File: src/rtl/srs_params.svh
// constants of the status reporting block
`ifndef SRS_PARAMS_SVH
`define SRS_PARAMS_SVH
// bit positions in the two sub-registers
`define SRS_LIM1_BIT 0
`define SRS_LIM2_BIT 1
`define SRS_OVL_BIT 2
// bits that may ever be set; bit 15 never
`define SRS_LIM_VALID 16'h0003
`define SRS_POW_VALID 16'h0004
// reset and preset fills
`define SRS_PTR_FILL 16'hffff
`define SRS_NTR_FILL 16'h0000
`define SRS_EN_FILL 16'h0000
`define SRS_SRE_RESET 8'h00
// status byte bits that may raise a request
`define SRS_SRQ_MASK 8'hbc
`define SRS_STB_MSS_BIT 6
// no-error code returned from an empty queue
`define SRS_NO_ERROR 16'h0000
`define SRS_ERRQ_DEPTH 8
// operation codes on the command port
`define SRS_OP_NONE 5'h00
`define SRS_OP_RD_COND 5'h01
`define SRS_OP_RD_EVT 5'h02
`define SRS_OP_RD_EN 5'h03
`define SRS_OP_RD_PTR 5'h04
`define SRS_OP_RD_NTR 5'h05
`define SRS_OP_WR_EN 5'h06
`define SRS_OP_WR_PTR 5'h07
`define SRS_OP_WR_NTR 5'h08
`define SRS_OP_STAT_PRE 5'h09
`define SRS_OP_CLS 5'h0a
`define SRS_OP_RST 5'h0b
`define SRS_OP_SYS_PRE 5'h0c
`define SRS_OP_DCL 5'h0d
`define SRS_OP_RD_STB 5'h0e
`define SRS_OP_WR_SRE 5'h0f
`define SRS_OP_RD_SRE 5'h10
`define SRS_OP_RD_ERR 5'h11
`endif

File: src/rtl/srs_pkg.sv
// types of the status reporting block
package srs_pkg;
`include "srs_params.svh"
    typedef enum logic [4:0] {
        SRS_NONE = `SRS_OP_NONE,
        SRS_RD_COND = `SRS_OP_RD_COND,
        SRS_RD_EVT = `SRS_OP_RD_EVT,
        SRS_RD_EN = `SRS_OP_RD_EN,
        SRS_RD_PTR = `SRS_OP_RD_PTR,
        SRS_RD_NTR = `SRS_OP_RD_NTR,
        SRS_WR_EN = `SRS_OP_WR_EN,
        SRS_WR_PTR = `SRS_OP_WR_PTR,
        SRS_WR_NTR = `SRS_OP_WR_NTR,
        SRS_STAT_PRE = `SRS_OP_STAT_PRE,
        SRS_CLS = `SRS_OP_CLS,
        SRS_RST = `SRS_OP_RST,
        SRS_SYS_PRE = `SRS_OP_SYS_PRE,
        SRS_DCL = `SRS_OP_DCL,
        SRS_RD_STB = `SRS_OP_RD_STB,
        SRS_WR_SRE = `SRS_OP_WR_SRE,
        SRS_RD_SRE = `SRS_OP_RD_SRE,
        SRS_RD_ERR = `SRS_OP_RD_ERR
    } srs_op_t;
    typedef struct packed {
        srs_op_t op;
        logic sel;
        logic [15:0] data;
    } srs_cmd_t;
    typedef struct packed {
        logic valid;
        logic [15:0] data;
    } srs_rsp_t;
    typedef struct packed {
        logic if_ovl;
        logic lim2;
        logic lim1;
    } srs_cond_t;
endpackage

File: src/rtl/srs_status.sv
// questionable limit/power sub-registers, error queue and service request
`timescale 1ns/1ps
// offsets, fills and op codes shared with the package
`include "srs_params.svh"
module srs_status #(
    parameter int ERRQ_DEPTH = `SRS_ERRQ_DEPTH
) (
    input wire logic mclk,
    input wire logic rst,
    input wire logic pon_clear,
    input wire logic cmd_valid,
    input wire srs_pkg::srs_cmd_t cmd,
    input wire logic cmd_first,
    input wire logic spoll_req,
    input wire srs_pkg::srs_cond_t cond,
    input wire logic err_push,
    input wire logic [15:0] err_code,
    input wire logic obuf_avail,
    input wire logic esb_sum,
    input wire logic oper_sum,
    input wire logic ques_other_sum,
    output srs_pkg::srs_rsp_t rsp,
    output logic srq,
    output logic flush_obuf,
    output logic flush_ibuf,
    output logic settings_reset,
    output logic overload_indicator_text
);
    import srs_pkg::*;

    localparam int NSUB = 2;
    localparam int PW = $clog2(ERRQ_DEPTH);

    // the queue pointers wrap by overflow, so only powers of two work
    generate
        if (ERRQ_DEPTH < 2 || (ERRQ_DEPTH & (ERRQ_DEPTH - 1)) != 0) begin : g_chk
            $error("ERRQ_DEPTH must be a power of two of at least 2");
        end
    endgenerate

    // command decode, shared by all state groups
    logic op_go;
    logic stat_pre;
    logic cls_do;
    logic pon_ff;
    logic nxt_pon;
    logic psc_do;
    logic preset_do;
    logic clear_do;
    assign op_go = cmd_valid;
    assign stat_pre = op_go && cmd.op == SRS_STAT_PRE;
    assign cls_do = op_go && cmd.op == SRS_CLS;
    assign psc_do = pon_ff && pon_clear;
    assign preset_do = psc_do || stat_pre;
    assign clear_do = psc_do || cls_do;

    // condition inputs placed at their bit positions
    logic [15:0] cond_in [NSUB];
    always_comb begin
        cond_in[0] = 16'h0000;
        cond_in[1] = 16'h0000;
        cond_in[0][`SRS_LIM1_BIT] = cond.lim1;
        cond_in[0][`SRS_LIM2_BIT] = cond.lim2;
        cond_in[1][`SRS_OVL_BIT] = cond.if_ovl;
    end

    logic [15:0] cond_ff [NSUB];
    logic [15:0] evt_ff [NSUB];
    logic [15:0] ptr_ff [NSUB];
    logic [15:0] ntr_ff [NSUB];
    logic [15:0] en_ff [NSUB];
    logic [NSUB-1:0] sum;

    // one sub-register per pass: condition, filters, event, enable
    genvar g;
    generate
        for (g = 0; g < NSUB; g++) begin : g_sub
            localparam logic [15:0] VM = (g == 0) ? `SRS_LIM_VALID : `SRS_POW_VALID;
            logic hit;
            logic [15:0] nxt_cond;
            logic [15:0] nxt_evt;
            logic [15:0] nxt_ptr;
            logic [15:0] nxt_ntr;
            logic [15:0] nxt_en;
            logic [15:0] edges;
            assign hit = op_go && cmd.sel == 1'(g);
            always_comb begin
                nxt_cond = cond_in[g] & VM;
                edges = (nxt_cond & ~cond_ff[g] & ptr_ff[g])
                    | (~nxt_cond & cond_ff[g] & ntr_ff[g]);
                nxt_evt = evt_ff[g];
                if (clear_do || (hit && cmd.op == SRS_RD_EVT)) begin
                    nxt_evt = 16'h0000;
                end
                // a fresh edge wins over the clear of the same cycle
                nxt_evt = (nxt_evt | edges) & VM;
                nxt_ptr = ptr_ff[g];
                nxt_ntr = ntr_ff[g];
                nxt_en = en_ff[g];
                if (preset_do) begin
                    nxt_ptr = `SRS_PTR_FILL;
                    nxt_ntr = `SRS_NTR_FILL;
                    nxt_en = `SRS_EN_FILL;
                end else if (hit) begin
                    case (cmd.op)
                        SRS_WR_EN: nxt_en = cmd.data;
                        SRS_WR_PTR: nxt_ptr = cmd.data;
                        SRS_WR_NTR: nxt_ntr = cmd.data;
                        default: nxt_en = en_ff[g];
                    endcase
                end
            end
            always_ff @(posedge mclk or posedge rst) begin
                if (rst) begin
                    cond_ff[g] <= 16'h0000;
                    evt_ff[g] <= 16'h0000;
                    ptr_ff[g] <= `SRS_PTR_FILL;
                    ntr_ff[g] <= `SRS_NTR_FILL;
                    en_ff[g] <= `SRS_EN_FILL;
                end else begin
                    cond_ff[g] <= nxt_cond;
                    evt_ff[g] <= nxt_evt;
                    ptr_ff[g] <= nxt_ptr;
                    ntr_ff[g] <= nxt_ntr;
                    en_ff[g] <= nxt_en;
                end
            end
            assign sum[g] = |(evt_ff[g] & en_ff[g]);
        end
    endgenerate

    // error queue; a full queue drops the newest entry
    logic [15:0] errq_ff [ERRQ_DEPTH];
    logic [15:0] nxt_errq [ERRQ_DEPTH];
    logic [PW-1:0] wr_ff;
    logic [PW-1:0] rd_ff;
    logic [PW:0] cnt_ff;
    logic [PW-1:0] nxt_wr;
    logic [PW-1:0] nxt_rd;
    logic [PW:0] nxt_cnt;
    logic err_pop;
    logic err_nempty;
    assign err_nempty = cnt_ff != '0;
    assign err_pop = op_go && cmd.op == SRS_RD_ERR && err_nempty;
    always_comb begin
        nxt_errq = errq_ff;
        nxt_wr = wr_ff;
        nxt_rd = rd_ff;
        nxt_cnt = cnt_ff;
        // power-on in either state empties the queue
        if (pon_ff || cls_do) begin
            nxt_wr = '0;
            nxt_rd = '0;
            nxt_cnt = '0;
        end else if (err_pop) begin
            nxt_rd = rd_ff + 1'b1;
            nxt_cnt = cnt_ff - 1'b1;
        end
        // push after the clear so a same-cycle clear never drops a new error
        if (err_push && nxt_cnt != (PW+1)'(ERRQ_DEPTH)) begin
            nxt_errq[nxt_wr] = err_code;
            nxt_wr = nxt_wr + 1'b1;
            nxt_cnt = nxt_cnt + 1'b1;
        end
    end
    always_ff @(posedge mclk or posedge rst) begin
        if (rst) begin
            for (int i = 0; i < ERRQ_DEPTH; i++) begin
                errq_ff[i] <= 16'h0000;
            end
            wr_ff <= '0;
            rd_ff <= '0;
            cnt_ff <= '0;
        end else begin
            errq_ff <= nxt_errq;
            wr_ff <= nxt_wr;
            rd_ff <= nxt_rd;
            cnt_ff <= nxt_cnt;
        end
    end

    // status byte, request enable and service request
    logic [7:0] sre_ff;
    logic [7:0] nxt_sre;
    logic [7:0] stb;
    logic nxt_srq;
    logic ques_sum;
    assign ques_sum = sum[0] | sum[1] | ques_other_sum;
    always_comb begin
        // bits 1:0 have no source here and read as zero
        stb = {oper_sum, srq, esb_sum, obuf_avail, ques_sum, err_nempty, 2'h0};
        nxt_sre = sre_ff;
        if (psc_do) begin
            nxt_sre = `SRS_SRE_RESET;
        end else if (op_go && cmd.op == SRS_WR_SRE) begin
            nxt_sre = cmd.data[7:0];
        end
        nxt_srq = |(stb & sre_ff & `SRS_SRQ_MASK);
    end

    // query answers, one cycle after the request
    srs_rsp_t nxt_rsp;
    logic [7:0] poll_stb;
    always_comb begin
        poll_stb = stb;
        poll_stb[`SRS_STB_MSS_BIT] = srq;
        nxt_rsp = '0;
        nxt_rsp.valid = spoll_req;
        nxt_rsp.data = {8'h00, poll_stb};
        if (op_go) begin
            nxt_rsp.valid = 1'b1;
            case (cmd.op)
                SRS_RD_COND: nxt_rsp.data = cond_ff[cmd.sel];
                SRS_RD_EVT: nxt_rsp.data = evt_ff[cmd.sel];
                SRS_RD_EN: nxt_rsp.data = en_ff[cmd.sel];
                SRS_RD_PTR: nxt_rsp.data = ptr_ff[cmd.sel];
                SRS_RD_NTR: nxt_rsp.data = ntr_ff[cmd.sel];
                SRS_RD_STB: nxt_rsp.data = {8'h00, poll_stb};
                SRS_RD_SRE: nxt_rsp.data = {8'h00, sre_ff};
                SRS_RD_ERR: nxt_rsp.data = err_nempty ? errq_ff[rd_ff] : `SRS_NO_ERROR;
                default: nxt_rsp.valid = spoll_req;
            endcase
        end
    end

    // buffer flushing, settings reset and the one-shot power-on step
    logic arm_ff;
    logic nxt_arm;
    logic nxt_fob;
    logic nxt_fib;
    logic nxt_setr;
    logic dcl_do;
    logic arm_set;
    logic nxt_ovl;
    assign dcl_do = op_go && cmd.op == SRS_DCL;
    assign arm_set = op_go && (cmd.op == SRS_RST || cmd.op == SRS_SYS_PRE
        || cmd.op == SRS_STAT_PRE || cmd.op == SRS_CLS);
    always_comb begin
        nxt_pon = 1'b0;
        // indicator copies the overload condition, one cycle late
        nxt_ovl = cond.if_ovl;
        nxt_fib = pon_ff || dcl_do;
        nxt_fob = nxt_fib;
        nxt_arm = arm_ff;
        // device clear leaves settings alone
        nxt_setr = op_go && (cmd.op == SRS_RST || cmd.op == SRS_SYS_PRE);
        if (arm_set) begin
            nxt_arm = 1'b1;
        end else if (cmd_valid && cmd_first && arm_ff) begin
            nxt_arm = 1'b0;
            nxt_fob = 1'b1;
        end
    end
    always_ff @(posedge mclk or posedge rst) begin
        if (rst) begin
            pon_ff <= 1'b1;
            sre_ff <= `SRS_SRE_RESET;
            srq <= 1'b0;
            rsp <= '0;
            arm_ff <= 1'b0;
            flush_obuf <= 1'b0;
            flush_ibuf <= 1'b0;
            settings_reset <= 1'b0;
            overload_indicator_text <= 1'b0;
        end else begin
            pon_ff <= nxt_pon;
            sre_ff <= nxt_sre;
            srq <= nxt_srq;
            rsp <= nxt_rsp;
            arm_ff <= nxt_arm;
            flush_obuf <= nxt_fob;
            flush_ibuf <= nxt_fib;
            settings_reset <= nxt_setr;
            overload_indicator_text <= nxt_ovl;
        end
    end
endmodule

File: config.mk
export PLATFORM = sky130hd
export DESIGN_NAME = srs_status
export DESIGN_NICKNAME = d
export VERILOG_FILES = /design/src/rtl/srs_pkg.sv /design/src/rtl/srs_status.sv
export VERILOG_INCLUDE_DIRS = /design/src /design/src/rtl
export SDC_FILE = /design/constraint.sdc
export NUM_CORES = 1
export LEC_CHECK = 0
export BUFFER_PORTS_ARGS = -buffer_cell sky130_fd_sc_hd__clkbuf_2
export CORE_MARGIN = 2
export CORE_UTILIZATION = 55
export CTS_BUF_LIST = sky130_fd_sc_hd__clkbuf_4 sky130_fd_sc_hd__clkbuf_8 sky130_fd_sc_hd__clkbuf_16
export CTS_CLUSTER_DIAMETER = 40
export CTS_CLUSTER_SIZE = 16
export DETAILED_ROUTE_END_ITERATION = 10
export GPL_TIMING_DRIVEN = 0
export PLACE_DENSITY = 0.73
export SLEW_MARGIN = 30
export SYNTH_ARGS = -nofsm -noshare
export SYNTH_HDL_FRONTEND = slang
export SYNTH_SLANG_ARGS = --single-unit
File: constraint.sdc
create_clock -name mclk -period 13 [get_ports mclk]
set_input_delay 0.65 -clock mclk [delete_from_list [all_inputs] [get_ports mclk]]
set_output_delay 0.65 -clock mclk [all_outputs]
set_load 0.02 [all_outputs]
=== Yosys cells after proc, flatten, opt, wreduce, memory -nomap -nowiden ===
Index checks and enable logic that the tools add are counted.

* Add/subtract/negate cells: 4
* Magnitude comparators: 4
* Equal/unequal tests: 18
* Muxes and demuxes: 55
* Bitwise logic cells: 25
* Reduce and logical (&&, ||, !) cells: 45

{| class="wikitable"
|+ Operators by type and width
! operator !! count
|-
| $mux W16 || 32
|-
| $bwmux W128 || 1
|-
| $pmux W16 S7 || 1
|-
| $bmux W16 S3 || 1
|-
| $demux W16 S3 || 1
|-
| $eq A5 B4 Y1 const B || 8
|-
| $reduce_or A16 Y1 || 2
|-
| $mux W3 || 7
|-
| $eq A5 B3 Y1 const B || 4
|-
| $logic_and A1 B1 Y1 || 17
|-
| $mux W17 || 1
|-
| $and A2 B16 Y16 || 1
|-
| $and A3 B16 Y16 || 1
|-
| $mux W8 || 2
|-
| $reduce_bool A2 Y1 || 8
|-
| $and A3 B3 Y3 || 4
|-
| $mux W4 || 3
|-
| $reduce_and A2 Y1 || 6
|-
| $eq A5 B2 Y1 const B || 2
|-
| $eq A5 B5 Y1 const B || 2
|-
| $logic_or A1 B1 Y1 || 9
|-
| $and A2 B2 Y2 || 4
|-
| $and A8 B8 Y8 || 1
|-
| $ge A4 B4 Y1 const B || 2
|-
| other kinds (20) || 31
|}

* Register bits after elaboration: 271
* Input bits: 52
* Output and inout bits: 22
* Logic and storage cells: 181

=== Logic depth before layout (Yosys ltp) ===
Gate-level depths: netlist of run 1.

* Depth in word-level cells: 10
* Gate-level depth with buffers: 12
* Gate-level depth less buffers: 10

=== Worst setup path after synthesis of run 1 ===
No wires, ideal clock.

* Kind: in2reg
* Start: in cmd[19] (netlist name)
* End: reg errq_ff[38] (netlist name)
* Setup time: 0.128 ns
* Arrival time: 2.933 ns
* Data required time: 12.872 ns
* Path slack: 9.940 ns
* Stages: 9
* Buffers on the path: 2
* Cells stage by stage: clkbuf_1 > or3b_2 > nor4_1 > o21ai_0 > ha_1 > nand3_2 > nand4_1 > buf_2 > mux2_1

* Word-level cells in the longest chain between the ends: 10
* Elaborated cells on any way between the ends: 18
* Those cells by class: order compare (2); eq/ne (3); mux (6); bitwise (1); reduce/logical (6)

{| class="wikitable"
|+ RTL lines
! what !! line !! source
|-
| start, declared || srs_status.sv:12 || <nowiki>input wire srs_pkg::srs_cmd_t cmd,</nowiki>
|-
| $eq A5 B4 Y1 || srs_status.sv:52 || <nowiki>assign cls_do = op_go && cmd.op == SRS_CLS;</nowiki>
|-
| $logic_and A1 B1 Y1 || srs_status.sv:52 ||
|-
| $logic_or A1 B1 Y1 || srs_status.sv:151 || <nowiki>if (pon_ff || cls_do) begin</nowiki>
|-
| $mux W3 || srs_status.sv:151 ||
|-
| $not A3 Y4 (not written as such) || srs_status.sv:161 || <nowiki>nxt_errq[nxt_wr] = err_code;</nowiki>
|-
| $ge A4 B4 Y1 (not written as such) / $lt A4 B1 Y1 (equally long branches) || srs_status.sv:161 ||
|-
| $logic_and A1 B1 Y1 (not written as such) || srs_status.sv:161 ||
|-
| $mux W16 (not written as such) || srs_status.sv:161 ||
|-
| $demux W16 S3 || srs_status.sv:161 ||
|-
| $bwmux W128 || srs_status.sv:161 ||
|-
| end signal, assigned || srs_status.sv:175 || <nowiki>errq_ff <= nxt_errq;</nowiki>
|-
| end, declared || srs_status.sv:133 || <nowiki>logic [15:0] errq_ff [ERRQ_DEPTH];</nowiki>
|}

Several ways; a longest one is shown, not always the timed one.
A chain may end at the register's enable or synchronous reset.

=== Final worst setup path of run 1 ===
* Start: in cmd[17] (netlist name)
* End: reg errq_ff[38] (netlist name)

Same word-level chain as after synthesis.

==> results.txt, run 1 <==
----------------------------------------------------
[Route]
  DRT Pass-1 Iters ... 5
  Sum of routed wire length over all layers ... 30620 um
  Final routed DRC violation total ... 0
  Post-detailed-route count of antenna-violating nets ... 0
  Via count normalized by instance count ... 6.211
  DR WL/cell ... 22.32 um
  Total via count after detailed routing ... ~8500
  First-iteration detailed-routing DRC count ... between 700 and 800

[Floorplanning]
  Initial standard-cell utilization of the core ... between 50% and 60%
  Die H ... between 150 and 200 um
  DIE AREA ... 23790 sq um
  Floorplan die width ... about 150 um
  Number of core rows ... 54
  Floorplan core area ... between 20000 and 25000 sq um
  Top Ports ... 74

[Worst hold path]
  HP Class ... in -> async

[Clock tree]
  Clock insertion delay at the later pin of the skew report ... between 0.5 and 0.6 ns
  H-tree levels ... 2
  Library cell used as clock root buffer ... sky130_fd_sc_hd__clkbuf_16
  Number of gates resized after cts ... 0
  Total number of clock tree sinks ... ~270
  Reg clk slew, reported paths ... around 0.060 ns
  Count of hold-fix buffers inserted at cts ... 0
  Buffers inserted during post-CTS setup optimization ... 0
  CTS tree ... yes
  Maximum clock path buffer count ... 3
  CTS Buf Count ... 35

[Critical path]
  Crit path kind ... in -> reg
  Arr. time, crit path ... 3.96 ns
  Required time reported for the critical path endpoint ... roughly 13 ns
  Capturing element type of the critical path ... flop
  Worst-path maximum fanout ... 10
  Crit path launch type ... input port

[Power and ir drop]
  Overall power after layout ... 2.423 mW
  Leakage ... approximately 6.4 nW
  Largest voltage drop on the vdd net ... 0.1283 mV
  Pwr/cell area ... between 150 and 200 nW/um^2

[Timing]
  Setup clock skew after layout ... 0.01764 ns
  Unrepaired setup endpoints after global routing ... no
  Max Slew Vio Count ... 0
  Post-Route Setup TNS ... 0 ns
  Final setup fails ... 0
  Worst-case headroom to the max-slew limit ... 36.42%
  Maximum clock frequency ... approximately 280 MHz
  Hold Fails Final Rpt ... 0
  Tightest Pin Transition ... approximately 0.95 ns
  Tcrit/Tclk final ... ~27%
  Min Tclk post-route ... ~3.6 ns

[Finish]
  Area growth syn-to-layout ... 16.32%
  # fillers ... ~1600
  Commonest cells after routing, fill and taps aside ... 238 x sky130_fd_sc_hd__dfrtp_1, 191 x sky130_fd_sc_hd__mux2_2, 93 x sky130_fd_sc_hd__nor2_1
  Share of layout cells above drive strength 1 ... about two fifths
  Leading cell type in the layout, fill and taps excluded ... sky130_fd_sc_hd__dfrtp_1
  Diode insertion count for antenna repair ... 0
  Fin nets ... approximately 1100
  Final Cell Area ... approximately 14000 sq um

[GRT]
  Global-route wire length before repair ... ~49000 um
  Via count of the first global-routing pass ... between 8000 and 9000
  Antenna violations before repair ... 0
  Global routing usage summed across all routing layers ... 26.37%
  Total overflow reported by the global router ... 0
  Maximum number of pins on one net before global-route repair ... between 70 and 80

[Logic synthesis]
  Synth Instances ... approximately 960
  Number of flops mapped to enable cells by yosys ... 0
  Async set-reset flop share out of synthesis ... 100.0%
  Post-synthesis instance area ... 12410 sq um
  Leading register cell type out of synthesis ... sky130_fd_sc_hd__dfrtp_1
  Flops & latches, synth ... around 270
  Synthesized area divided by synthesized cell count ... 12.98 sq um
  Post-Synthesis Net Count ... roughly 1000
  Number of distinct library cells after synthesis ... 59
  Seq/Total Area, Yosys ... 54.97%
  Warnings from Yosys ... 0

[Run status]
  Result of the run ... finished, final reports clean

[Placement]
  GPL Wtd Cong ... about 0.86
  Post-detail-place hpwl ... about 20000 um
  Cell area reported after detailed placement ... roughly 13000 sq um
  Number of buffer cells added on primary ports ... 70

[Run]
  Max Cap Viol ... 0

----------------------------------------------------
-- worst paths after layout --
path	startpoint	endpoint	slack (ns)	depth (start not counted)
max	cmd[17]	errq_ff[38]	9.44	10
min reg2reg	arm_ff	arm_ff	0.47	1
max in group asynchronous	rst	ptr_ff[28]	11.74	4
max reg2reg	cnt_ff[0]	errq_ff[67]	9.64	10
min	rst	errq_ff[119]	0.14	2
min in group mclk	cond[0]	cond_ff[16]	0.27	1
-- synth_stat cells, types with 16 or more instances --
cell type	count	share of area, %
sky130_fd_sc_hd__buf_2	16	0.65
sky130_fd_sc_hd__a21oi_1	51	2.1
sky130_fd_sc_hd__o21ai_0	18	0.73
sky130_fd_sc_hd__mux2_2	191	17
sky130_fd_sc_hd__dfstp_2	33	7.0
sky130_fd_sc_hd__a222oi_1	18	1.5
sky130_fd_sc_hd__dfrtp_1	238	48
sky130_fd_sc_hd__and2_1	20	1.0
sky130_fd_sc_hd__nand2_1	38	1.1
sky130_fd_sc_hd__mux2i_1	20	1.6
sky130_fd_sc_hd__mux4_2	32	5.8
sky130_fd_sc_hd__nor2_1	93	2.8
sky130_fd_sc_hd__clkbuf_1	38	1.1
-- state kept, by name, summed over array words and instances, names as in the netlist, 2 cells and up --
name / count
cnt_ff: 4
errq_ff: 128
evt_ff: 3
rsp: 17
ptr_ff: 32
rd_ff: 3
ntr_ff: 32
wr_ff: 3
sre_ff: 8
en_ff: 32
cond_ff: 2
-- where the power goes --
group          total (mW)  internal, mW  switching [mW]
registers            1.09          1.01          0.0790
logic               0.329         0.175           0.154
clock network        1.01         0.635           0.371
total                2.42          1.82           0.605
-- cell type report --
type / instances / area (sq um) / area share [%]
Multi-Input combinational cell: 618 / 5315 / 36.81
Timing Repair Buffer: 73 / 432.9 / 2.999
Clock inverter: 19 / 254.0 / 1.759
Inverter: 7 / 33.78 / 0.2340
Buffer: 60 / 255.2 / 1.768
Tap cell: 280 / 350.3 / 2.427
Sequential cell: 271 / 6823 / 47.26
Clock buffer: 44 / 973.4 / 6.742
-- routing by layer --
layer  vias to the layer above  GRT usage [%]  wire length (um)
li1                       3758              -                 -
met1                      4345          37.12             13260
met2                       340          41.32             14390
met3                        78          5.772              2200
met4                         0          8.678               770
met5                         -              0                 0
-- through the flow --
stage                     worst slack (ns)  utilization [%]  std cells  hold WS [ns]
after floorplan                      4.938                -        956        0.4501
after global placement               2.068            59.72       1306        0.4628
after detailed placement             8.946            60.15       1309        0.4690
after CTS                            9.455            65.74       1372        0.1451
after global routing                 9.154            65.75       1372        0.1696
final                                9.435            65.75       1372        0.1391
-- critical path, cell delays in order --
cell and delay, ns:
sky130_fd_sc_hd__clkbuf_2 0.10, sky130_fd_sc_hd__clkbuf_1 0.39, sky130_fd_sc_hd__nor2b_1 0.24, sky130_fd_sc_hd__a21oi_1 0.53
sky130_fd_sc_hd__o21ai_0 0.31, sky130_fd_sc_hd__ha_1 0.33, sky130_fd_sc_hd__nand3_2 0.18, sky130_fd_sc_hd__nand4_1 0.48
sky130_fd_sc_hd__buf_2 0.41, sky130_fd_sc_hd__mux2_1 0.34
-- cell families (layout without fill, tap and decap cells) --
kind of cell / after synthesis / after routing / synth area share (%)
compound gates: 150 / 150 / 8.004
other cells: 1 / 1 / 0.03021
fa+ha+maj: 6 / 6 / 0.6048
flops: 271 / 271 / 54.97
simple gates: 199 / 199 / 7.712
mux: 254 / 254 / 25.75
buf+inv: 67 / 203 / 2.248
xor+xnor: 8 / 8 / 0.6856
Power figures use the tool's default switching activity.
==> run 2: changes to the inputs <==
--- a/config.mk
+++ b/config.mk
@@ -6,6 +6,7 @@
 export SDC_FILE = /design/constraint.sdc
 export NUM_CORES = 1
 export LEC_CHECK = 0
+export ABC_AREA = 1
 export BUFFER_PORTS_ARGS = -buffer_cell sky130_fd_sc_hd__clkbuf_2
 export CORE_MARGIN = 2
 export CORE_UTILIZATION = 55
@@ -14,7 +15,7 @@
 export CTS_CLUSTER_SIZE = 16
 export DETAILED_ROUTE_END_ITERATION = 10
 export GPL_TIMING_DRIVEN = 0
-export PLACE_DENSITY = 0.73
+export PLACE_DENSITY = 0.76
 export SLEW_MARGIN = 30
 export SYNTH_ARGS = -nofsm -noshare
 export SYNTH_HDL_FRONTEND = slang
==> constraint.sdc (replaced) <==
create_clock -name mclk -period 3.15 [get_ports mclk]
set_input_delay 0.1575 -clock mclk [delete_from_list [all_inputs] [get_ports mclk]]
set_output_delay 0.1575 -clock mclk [all_outputs]
set_load 0.02 [all_outputs]
==> run 2 against run 1 <==
Compared with the run above:
- design area rose by 12%
- synthesized area rose by 9.2%
- clock-buffer cell count rose by 3
- register-to-register slack got worse by 9.4 ns
- clock skew rose by 0.0082 ns
- sequential share of layout area fell by 5.1 points
- synthesized cell count rose by 73%
- total power rose to 4.3 times the previous value
- sequential power rose to 4.0 times the previous value
- worst hold slack got worse by 0.13 ns
- sequential cell count did not move
- critical path type is now reg -> reg
==> results.txt, run 2 <==
----------------------------------------------------
[Finish]
  Final Cell Area ... 16180 sq um (+12%)
  Diode insertion count for antenna repair ... 0 (unchanged)
  Area growth syn-to-layout ... 19.34%
  Final core utilization ... 66.71% (+0.96 points)
  # fillers ... 1990 (+21%)
  Register Area ... 6823 sq um (unchanged)
  Biggest register ... errq_ff
  Multi-input combinational cell area ... 5847 sq um (+10%)
  Fin nets ... 1848 (+64%)
  Share of layout cells above drive strength 1 ... 15.70% (-23 points)
  Largest register FFs ... 128 (unchanged)
  Leading cell type in the layout, fill and taps excluded ... sky130_fd_sc_hd__nand2_1
  Final Non-Filler Cells ... 2146 (+56%)
  Commonest cells after routing, fill and taps aside ... 506 x sky130_fd_sc_hd__nand2_1, 238 x sky130_fd_sc_hd__dfrtp_1, 194 x sky130_fd_sc_hd__o21ai_0

[Floorplanning]
  DIE AREA ... 25920 sq um (+9.0%)
  Die H ... 161.0 um (+4.4%)
  Initial standard-cell utilization of the core ... 55.90% (-0.62 points)
  Top Ports ... 74 (unchanged)
  Number of core rows ... 57 (+5.6%)
  Floorplan core area ... 24250 sq um (+10%)
  Floorplan die width ... 161.0 um (+4.4%)

[Power and ir drop]
  Pwr/cell area ... 643.4 nW/um^2 (+280%)
  Overall power after layout ... 10.41 mW (+330%)
  Leakage ... 7.920 nW (+24%)
  Largest voltage drop on the vdd net ... 0.5027 mV (+290%)

[Route]
  Post-detailed-route count of antenna-violating nets ... 0 (unchanged)
  First-iteration detailed-routing DRC count ... 1364 (+76%)
  DRT Pass-1 Iters ... 6 (+1)
  Sum of routed wire length over all layers ... 43820 um (+43%)
  DR WL/cell ... 20.42 um (-8.5%)
  Via count normalized by instance count ... 6.061 (-2.4%)
  Final routed DRC violation total ... 0 (unchanged)
  Total via count after detailed routing ... 13010 (+53%)

[Run]
  Max Cap Viol ... 0 (unchanged)

[Critical path]
  Critical R2R Capture ... rsp[6]
  Required time reported for the critical path endpoint ... 3.58 ns (-9.82 ns)
  Crit path kind ... reg -> reg
  Register-to-register setup slack ... 0.29 ns (-9.35 ns)
  Arr. time, crit path ... 3.29 ns (-0.67 ns)
  Worst reg-to-reg path cell count ... 9 (-1)
  Worst-path maximum fanout ... 10 (unchanged)
  Crit path launch type ... flop
  FF-to-FF Start ... rd_ff[1]
  Capturing element type of the critical path ... flop

[Placement]
  GPL Wtd Cong ... 0.9571 (+11%)
  Number of buffer cells added on primary ports ... 56 (-20%)
  Cell area reported after detailed placement ... 14500 sq um (+9.8%)
  Number of placed instances with taps included ... 2049 (+57%)
  Post-detail-place hpwl ... 31150 um (+57%)

[Timing]
  Max Slew Vio Count ... 0 (unchanged)
  Min Tclk post-route ... between 2 and 3 ns
  Tightest Pin Transition ... 0.7551 ns (-0.1985 ns)
  Hold Fails Final Rpt ... 0 (unchanged)
  Worst-case headroom to the max-slew limit ... 49.66% (+13 points)
  Final setup fails ... 0 (unchanged)
  Maximum clock frequency ... between 300 and 400 MHz
  Unrepaired setup endpoints after global routing ... no
  Setup clock skew after layout ... 0.02583 ns (+0.008189 ns)
  Tcrit/Tclk final ... 90.93%

[Logic synthesis]
  Leading register cell type out of synthesis ... sky130_fd_sc_hd__dfrtp_1
  Number of flops mapped to enable cells by yosys ... 0 (unchanged)
  Library cell occupying the most area in the post-synthesis netlist ... sky130_fd_sc_hd__dfrtp_1
  Seq/Total Area, Yosys ... 50.33% (-4.6 points)
  Synth Instances ... 1658 (+73%)
  Leading cell type by number of instances after synthesis ... sky130_fd_sc_hd__nand2_1
  Flops & latches, synth ... 271 (unchanged)
  Async set-reset flop share out of synthesis ... 100.0% (unchanged)
  Warnings from Yosys ... 0 (unchanged)
  Synth top area share ... 43.94% (-4.0 points)
  Post-synthesis instance area ... 13560 sq um (+9.2%)
  Number of distinct library cells after synthesis ... 51 (-14%)
  Post-Synthesis Net Count ... 1716 (+69%)
  Synthesized area divided by synthesized cell count ... 8.176 sq um (-37%)
  Top cells by area in the synthesized netlist ... sky130_fd_sc_hd__dfrtp_1 44%, sky130_fd_sc_hd__nand2_1 14%, sky130_fd_sc_hd__o21ai_0 7.2%
  List of most frequent post-synthesis cells ... 506 x sky130_fd_sc_hd__nand2_1, 238 x sky130_fd_sc_hd__dfrtp_1, 194 x sky130_fd_sc_hd__o21ai_0

[Clock tree]
  Reg clk slew, reported paths ... 0.07 ns (about the same)
  CTS Buf Count ... 40 (+14%)
  Clock insertion delay at the later pin of the skew report ... 0.54 ns (+0.02 ns)
  H-tree levels ... 2 (unchanged)
  Library cell used as clock root buffer ... sky130_fd_sc_hd__clkbuf_16
  Total number of clock tree sinks ... 271 (unchanged)
  Maximum clock path buffer count ... 3 (unchanged)
  Number of gates resized after cts ... 0 (unchanged)
  Buffers inserted during post-CTS setup optimization ... 0 (unchanged)
  CTS tree ... yes

[GRT]
  Via count of the first global-routing pass ... 12530 (+45%)
  Maximum number of pins on one net before global-route repair ... 32 (-59%)
  Antenna violations before repair ... 0 (unchanged)
  Global-route wire length before repair ... 68520 um (+41%)
  Total overflow reported by the global router ... 0 (unchanged)
  Global routing usage summed across all routing layers ... 34.01% (+7.6 points)

[Worst hold path]
  Hold wc startpoint ... cmd[14]
  HP Class ... in -> reg
  Hold EP ... ptr_ff[30]
  Hold depth ... 4

[Run status]
  Result of the run ... finished, final reports clean

----------------------------------------------------
==> run 2: cell count changes after synthesis, moves of 19 or more <==
| cell | change |
|---|---|
| sky130_fd_sc_hd__mux2i_1 | -19 |
| sky130_fd_sc_hd__mux2_2 | -177 |
| sky130_fd_sc_hd__o21ai_0 | +176 |
| sky130_fd_sc_hd__a21oi_1 | -23 |
| sky130_fd_sc_hd__nand2_1 | +468 |
| sky130_fd_sc_hd__nor2_1 | +42 |
| sky130_fd_sc_hd__nand3_1 | +25 |
| sky130_fd_sc_hd__inv_1 | +76 |
| sky130_fd_sc_hd__clkbuf_1 | +24 |
| sky130_fd_sc_hd__mux4_2 | -32 |
| sky130_fd_sc_hd__and2_1 | -20 |
| sky130_fd_sc_hd__o211ai_1 | +19 |
| sky130_fd_sc_hd__nand4_1 | +133 |
==> run 2: what timing repair did <==
item	in CTS	in global routing
endpoints found under the setup margin	0	0
hold endpoints to repair	115	0
hold buffers	23	0
==> run 2: how the worst max path moves through the flow <==
stage                     cells after the start     start   endpoint
after floorplan                               1       rst     arm_ff
after global placement                        2       rst  en_ff[24]
after detailed placement                      9  rd_ff[1]     rsp[6]
after CTS                                     9  rd_ff[1]     rsp[6]
after global routing                          9  rd_ff[1]     rsp[6]
final                                         9  rd_ff[1]     rsp[6]
==> run 2: report_power, final <==
part	internal (mW)	switching [mW]	total (mW)	leakage, nW
Sequential	4.05	0.301	4.35	3.44
Clock	2.96	1.77	4.73	0.694
Combinational	0.463	0.864	1.33	3.78
==> run 2: final cells by class <==
| class | instances | area share [%] |
|---|---|---|
| Clock inverter | 27 | 2.119 |
| Tap cell | 324 | 2.506 |
| Buffer | 119 | 3.365 |
| Inverter | 91 | 2.166 |
| Multi-Input combinational cell | 1177 | 36.14 |
| Sequential cell | 271 | 42.18 |
| Clock buffer | 47 | 6.775 |
| Timing Repair Buffer | 90 | 4.749 |
==> run 2: per-layer routing <==
metal	GRT usage (%)	vias to the layer above	wire, um
met4	18.55	0	2599
met3	6.857	195	4330
met2	54.86	786	20430
met5	0	-	0
met1	43.40	6188	16450
li1	-	5837	-
==> run 2: cells by family (layout without fill, tap and decap cells) <==
group	Yosys count	in the layout	share of synthesized area [%]
AOI/OAI and AO/OA	296	296	12.16
xor gates and xnor gates	2	2	0.1292
adders and majority gates	6	6	0.5538
buffers and inverters	210	374	6.572
DFF	271	271	50.33
muxes	15	15	1.237
other	1	1	0.02766
and+or+nand+nor	857	857	28.99
==> run 2: metrics by stage <==
stage,setup TNS (ns),hold slack (ns),worst slack (ns)
6_report,0,0.01322,0.2857
5_1_grt,0,0.02894,0.2428
4_1_cts,0,0.005195,0.4369
2_1_floorplan,-133.75,0.1889,-0.5620
3_5_place_dp,0,0.1994,0.4267
3_3_place_gp,-535.48,0.3066,-2.161
==> run 2: worst max-delay path: stages, from the launching register on <==
cell                       delay, ns
sky130_fd_sc_hd__dfrtp_1        0.40
sky130_fd_sc_hd__clkbuf_1       0.47
sky130_fd_sc_hd__buf_1          0.59
sky130_fd_sc_hd__nor2_1         0.09
sky130_fd_sc_hd__o21ai_0        0.17
sky130_fd_sc_hd__o21ai_0        0.26
sky130_fd_sc_hd__o211ai_1       0.47
sky130_fd_sc_hd__nand3_1        0.16
sky130_fd_sc_hd__o21ai_0        0.11
sky130_fd_sc_hd__inv_1          0.05
==> run 3: changes to the inputs <==
==> constraint.sdc (replaced) <==
create_clock -name mclk -period 3.15 [get_ports mclk]
set_input_delay 0.315 -clock mclk [delete_from_list [all_inputs] [get_ports mclk]]
set_output_delay 0.315 -clock mclk [all_outputs]
set_load 0.02 [all_outputs]
==> run 3 against run 2 <==
Compared with the run above:
- maximum frequency shrank 0.12%
- sequential power is essentially flat
- sequential share of layout area grew 0.48 points
- total power fell by 0.24%
- combinational power barely moved
- clock power barely moved
- clock-buffer cell count stayed put
- critical path depth is the same
- utilization shrank 0.74 points
- design area shrank 1.1%
- highest routed layer unchanged
==> results.txt, run 3 (synthesized netlist as in run 2, its figures left out) <==
----------------------------------------------------
[GRT]
  Global-route met3 utilization ... 6.754% (-0.10 points)
  Antenna violations before repair ... 0 (unchanged)
  Met1 Resource Use GR ... 43.39% (about the same)
  Global routing usage summed across all routing layers ... 33.89% (-0.12 points)
  Maximum number of pins on one net before global-route repair ... 32 (unchanged)
  Total overflow reported by the global router ... 0 (unchanged)
  Most Crowded Layer GR ... met2
  Met2 usage in global routing ... 54.58% (-0.27 points)
  Global-route wire length before repair ... 68280 um (-0.35%)
  Via count of the first global-routing pass ... 12450 (-0.68%)

[Run]
  Max Cap Viol ... 0 (unchanged)

[Route]
  Total via count after detailed routing ... 12820 (-1.4%)
  Via count normalized by instance count ... 6.025 (-0.59%)
  Final routed DRC violation total ... 0 (unchanged)
  DR WL/cell ... 20.45 um (+0.13%)
  Post-detailed-route count of antenna-violating nets ... 0 (unchanged)
  DRT Pass-1 Iters ... 6 (unchanged)
  Sum of routed wire length over all layers ... 43510 um (-0.71%)
  First-iteration detailed-routing DRC count ... 1449 (+6.2%)

[Critical path]
  Worst reg-to-reg path cell count ... 9 (unchanged)
  Arr. time, crit path ... 3.29 ns (about the same)
  Crit path kind ... reg -> reg
  Required time reported for the critical path endpoint ... 3.57 ns (about the same)
  Capturing element type of the critical path ... flop
  Crit path launch type ... flop
  Worst-path maximum fanout ... 10 (unchanged)

[Timing]
  Post-Route Setup TNS ... 0 ns (unchanged)
  Final setup margin ... 0.2824 ns (-0.003354 ns)
  Tcrit/Tclk final ... 91.04% (+0.11 points)
  Final setup fails ... 0 (unchanged)
  Hold Fails Final Rpt ... 0 (unchanged)
  Unrepaired setup endpoints after global routing ... no
  Max Slew Vio Count ... 0 (unchanged)
  Tightest Pin Transition ... 0.7597 ns (+0.004585 ns)
  Maximum clock frequency ... 348.7 MHz (-0.12%)
  Worst-case headroom to the max-slew limit ... 49.35% (-0.31 points)
  Setup clock skew after layout ... 0.02616 ns (+0.0003279 ns)
  Min Tclk post-route ... 2.868 ns (+0.003354 ns)

[Power and ir drop]
  Leakage ... 7.844 nW (-0.95%)
  Largest voltage drop on the vdd net ... 0.5028 mV (about the same)
  Overall power after layout ... 10.38 mW (-0.24%)
  Pwr/cell area ... 649.1 nW/um^2 (+0.88%)

[Worst hold path]
  HP Class ... in -> reg
  Hold depth ... 3 (-1)

[Finish]
  Largest register FFs ... 128 (unchanged)
  Biggest register ... errq_ff
  Fin nets ... 1830 (-0.97%)
  Commonest cells after routing, fill and taps aside ... 506 x sky130_fd_sc_hd__nand2_1, 238 x sky130_fd_sc_hd__dfrtp_1, 194 x sky130_fd_sc_hd__o21ai_0
  Diode insertion count for antenna repair ... 0 (unchanged)
  Area growth syn-to-layout ... 18.01%
  Leading cell type in the layout, fill and taps excluded ... sky130_fd_sc_hd__nand2_1
  Share of layout cells above drive strength 1 ... 15.85% (+0.16 points)

[Floorplanning]
  Initial standard-cell utilization of the core ... 55.90% (unchanged)
  Top Ports ... 74 (unchanged)
  Die H ... 161.0 um (unchanged)
  Number of core rows ... 57 (unchanged)
  Floorplan core area ... 24250 sq um (unchanged)
  Floorplan die width ... 161.0 um (unchanged)
  DIE AREA ... 25920 sq um (unchanged)

[Clock tree]
  Library cell used as clock root buffer ... sky130_fd_sc_hd__clkbuf_16
  Reg clk slew, reported paths ... 0.07 ns (about the same)
  Number of gates resized after cts ... 0 (unchanged)
  CTS Buf Count ... 40 (unchanged)
  Clock insertion delay at the later pin of the skew report ... 0.54 ns (about the same)
  CTS tree ... yes
  H-tree levels ... 2 (unchanged)
  Maximum clock path buffer count ... 3 (unchanged)
  Total number of clock tree sinks ... 271 (unchanged)

[Placement]
  Post-Place Setup Slack ... 0.4235 ns (-0.003235 ns)
  GPL Wtd Cong ... 0.9571 (unchanged)
  Post-detail-place hpwl ... 31150 um (unchanged)
  Number of buffer cells added on primary ports ... 56 (unchanged)

[Run status]
  Result of the run ... finished, final reports clean

----------------------------------------------------
run 3: stage by stage:
step / hold slack, ns / utilization (%) / instances / cell area, sq um
4_1_cts: 0.01178 / 65.95 / 2128 / 15990
3_3_place_gp: 0.4483 / 58.75 / 2038 / 14240
2_1_floorplan: 0.3464 / - / 1658 / 13560
5_1_grt: 0.03889 / 65.97 / 2128 / 16000
6_report: 0.02410 / 65.97 / 2128 / 16000
3_5_place_dp: 0.3569 / 59.81 / 2049 / 14500
run 3: where the power goes:
part           switching, mW  internal [mW]
registers              0.300           4.05
logic                  0.859          0.449
clock network           1.77           2.96
total                   2.93           7.46
run 3: metal layers:
metal  vias to the layer above  part of all wire, %
met5                         -                    0
met4                         0                  5.9
met3                       188                   10
met2                       766                   46
met1                      6067                   37
li1                       5800                    -
run 3: area by class of cell:
| class | instances | area [sq um] |
|---|---|---|
| multi-input combinational | 1177 | 5847 |
| inverter | 91 | 350.3 |
| clock buffer | 47 | 1096 |
| tap | 324 | 405.4 |
| buffer | 119 | 544.3 |
| fill | 2008 | 8252 |
| timing repair buffer | 72 | 588.1 |
| sequential | 271 | 6823 |
| clock inverter | 27 | 342.8 |
run 3: path summary, 6_finish.rpt:
kind	start	endpoint	slack [ns]
worst min register to register	errq_ff[42]	errq_ff[42]	0.46
worst max register to register	rd_ff[1]	rsp[4]	0.28
worst max-delay path	rd_ff[1]	rsp[4]	0.28
worst min-delay path	cmd[5]	ptr_ff[5]	0.02
max in group asynchronous	rst	ptr_ff[31]	1.80
min in group asynchronous	rst	wr_ff[2]	0.36
run 3: timing repair:
item                      4_1_cts  5_1_grt
setup buffers                   0        0
hold endpoints to repair       18        0
hold buffers                    5        0
run 3: worst max-delay path, stage by stage, from the launching register on:
cell and delay (ns):
sky130_fd_sc_hd__dfrtp_1 0.40, sky130_fd_sc_hd__clkbuf_1 0.46, sky130_fd_sc_hd__buf_1 0.58, sky130_fd_sc_hd__nor2_1 0.10, sky130_fd_sc_hd__o21ai_0 0.15, sky130_fd_sc_hd__o21ai_0 0.26, sky130_fd_sc_hd__o211ai_1 0.49, sky130_fd_sc_hd__nand3_1 0.17
sky130_fd_sc_hd__o21ai_0 0.11, sky130_fd_sc_hd__inv_1 0.06
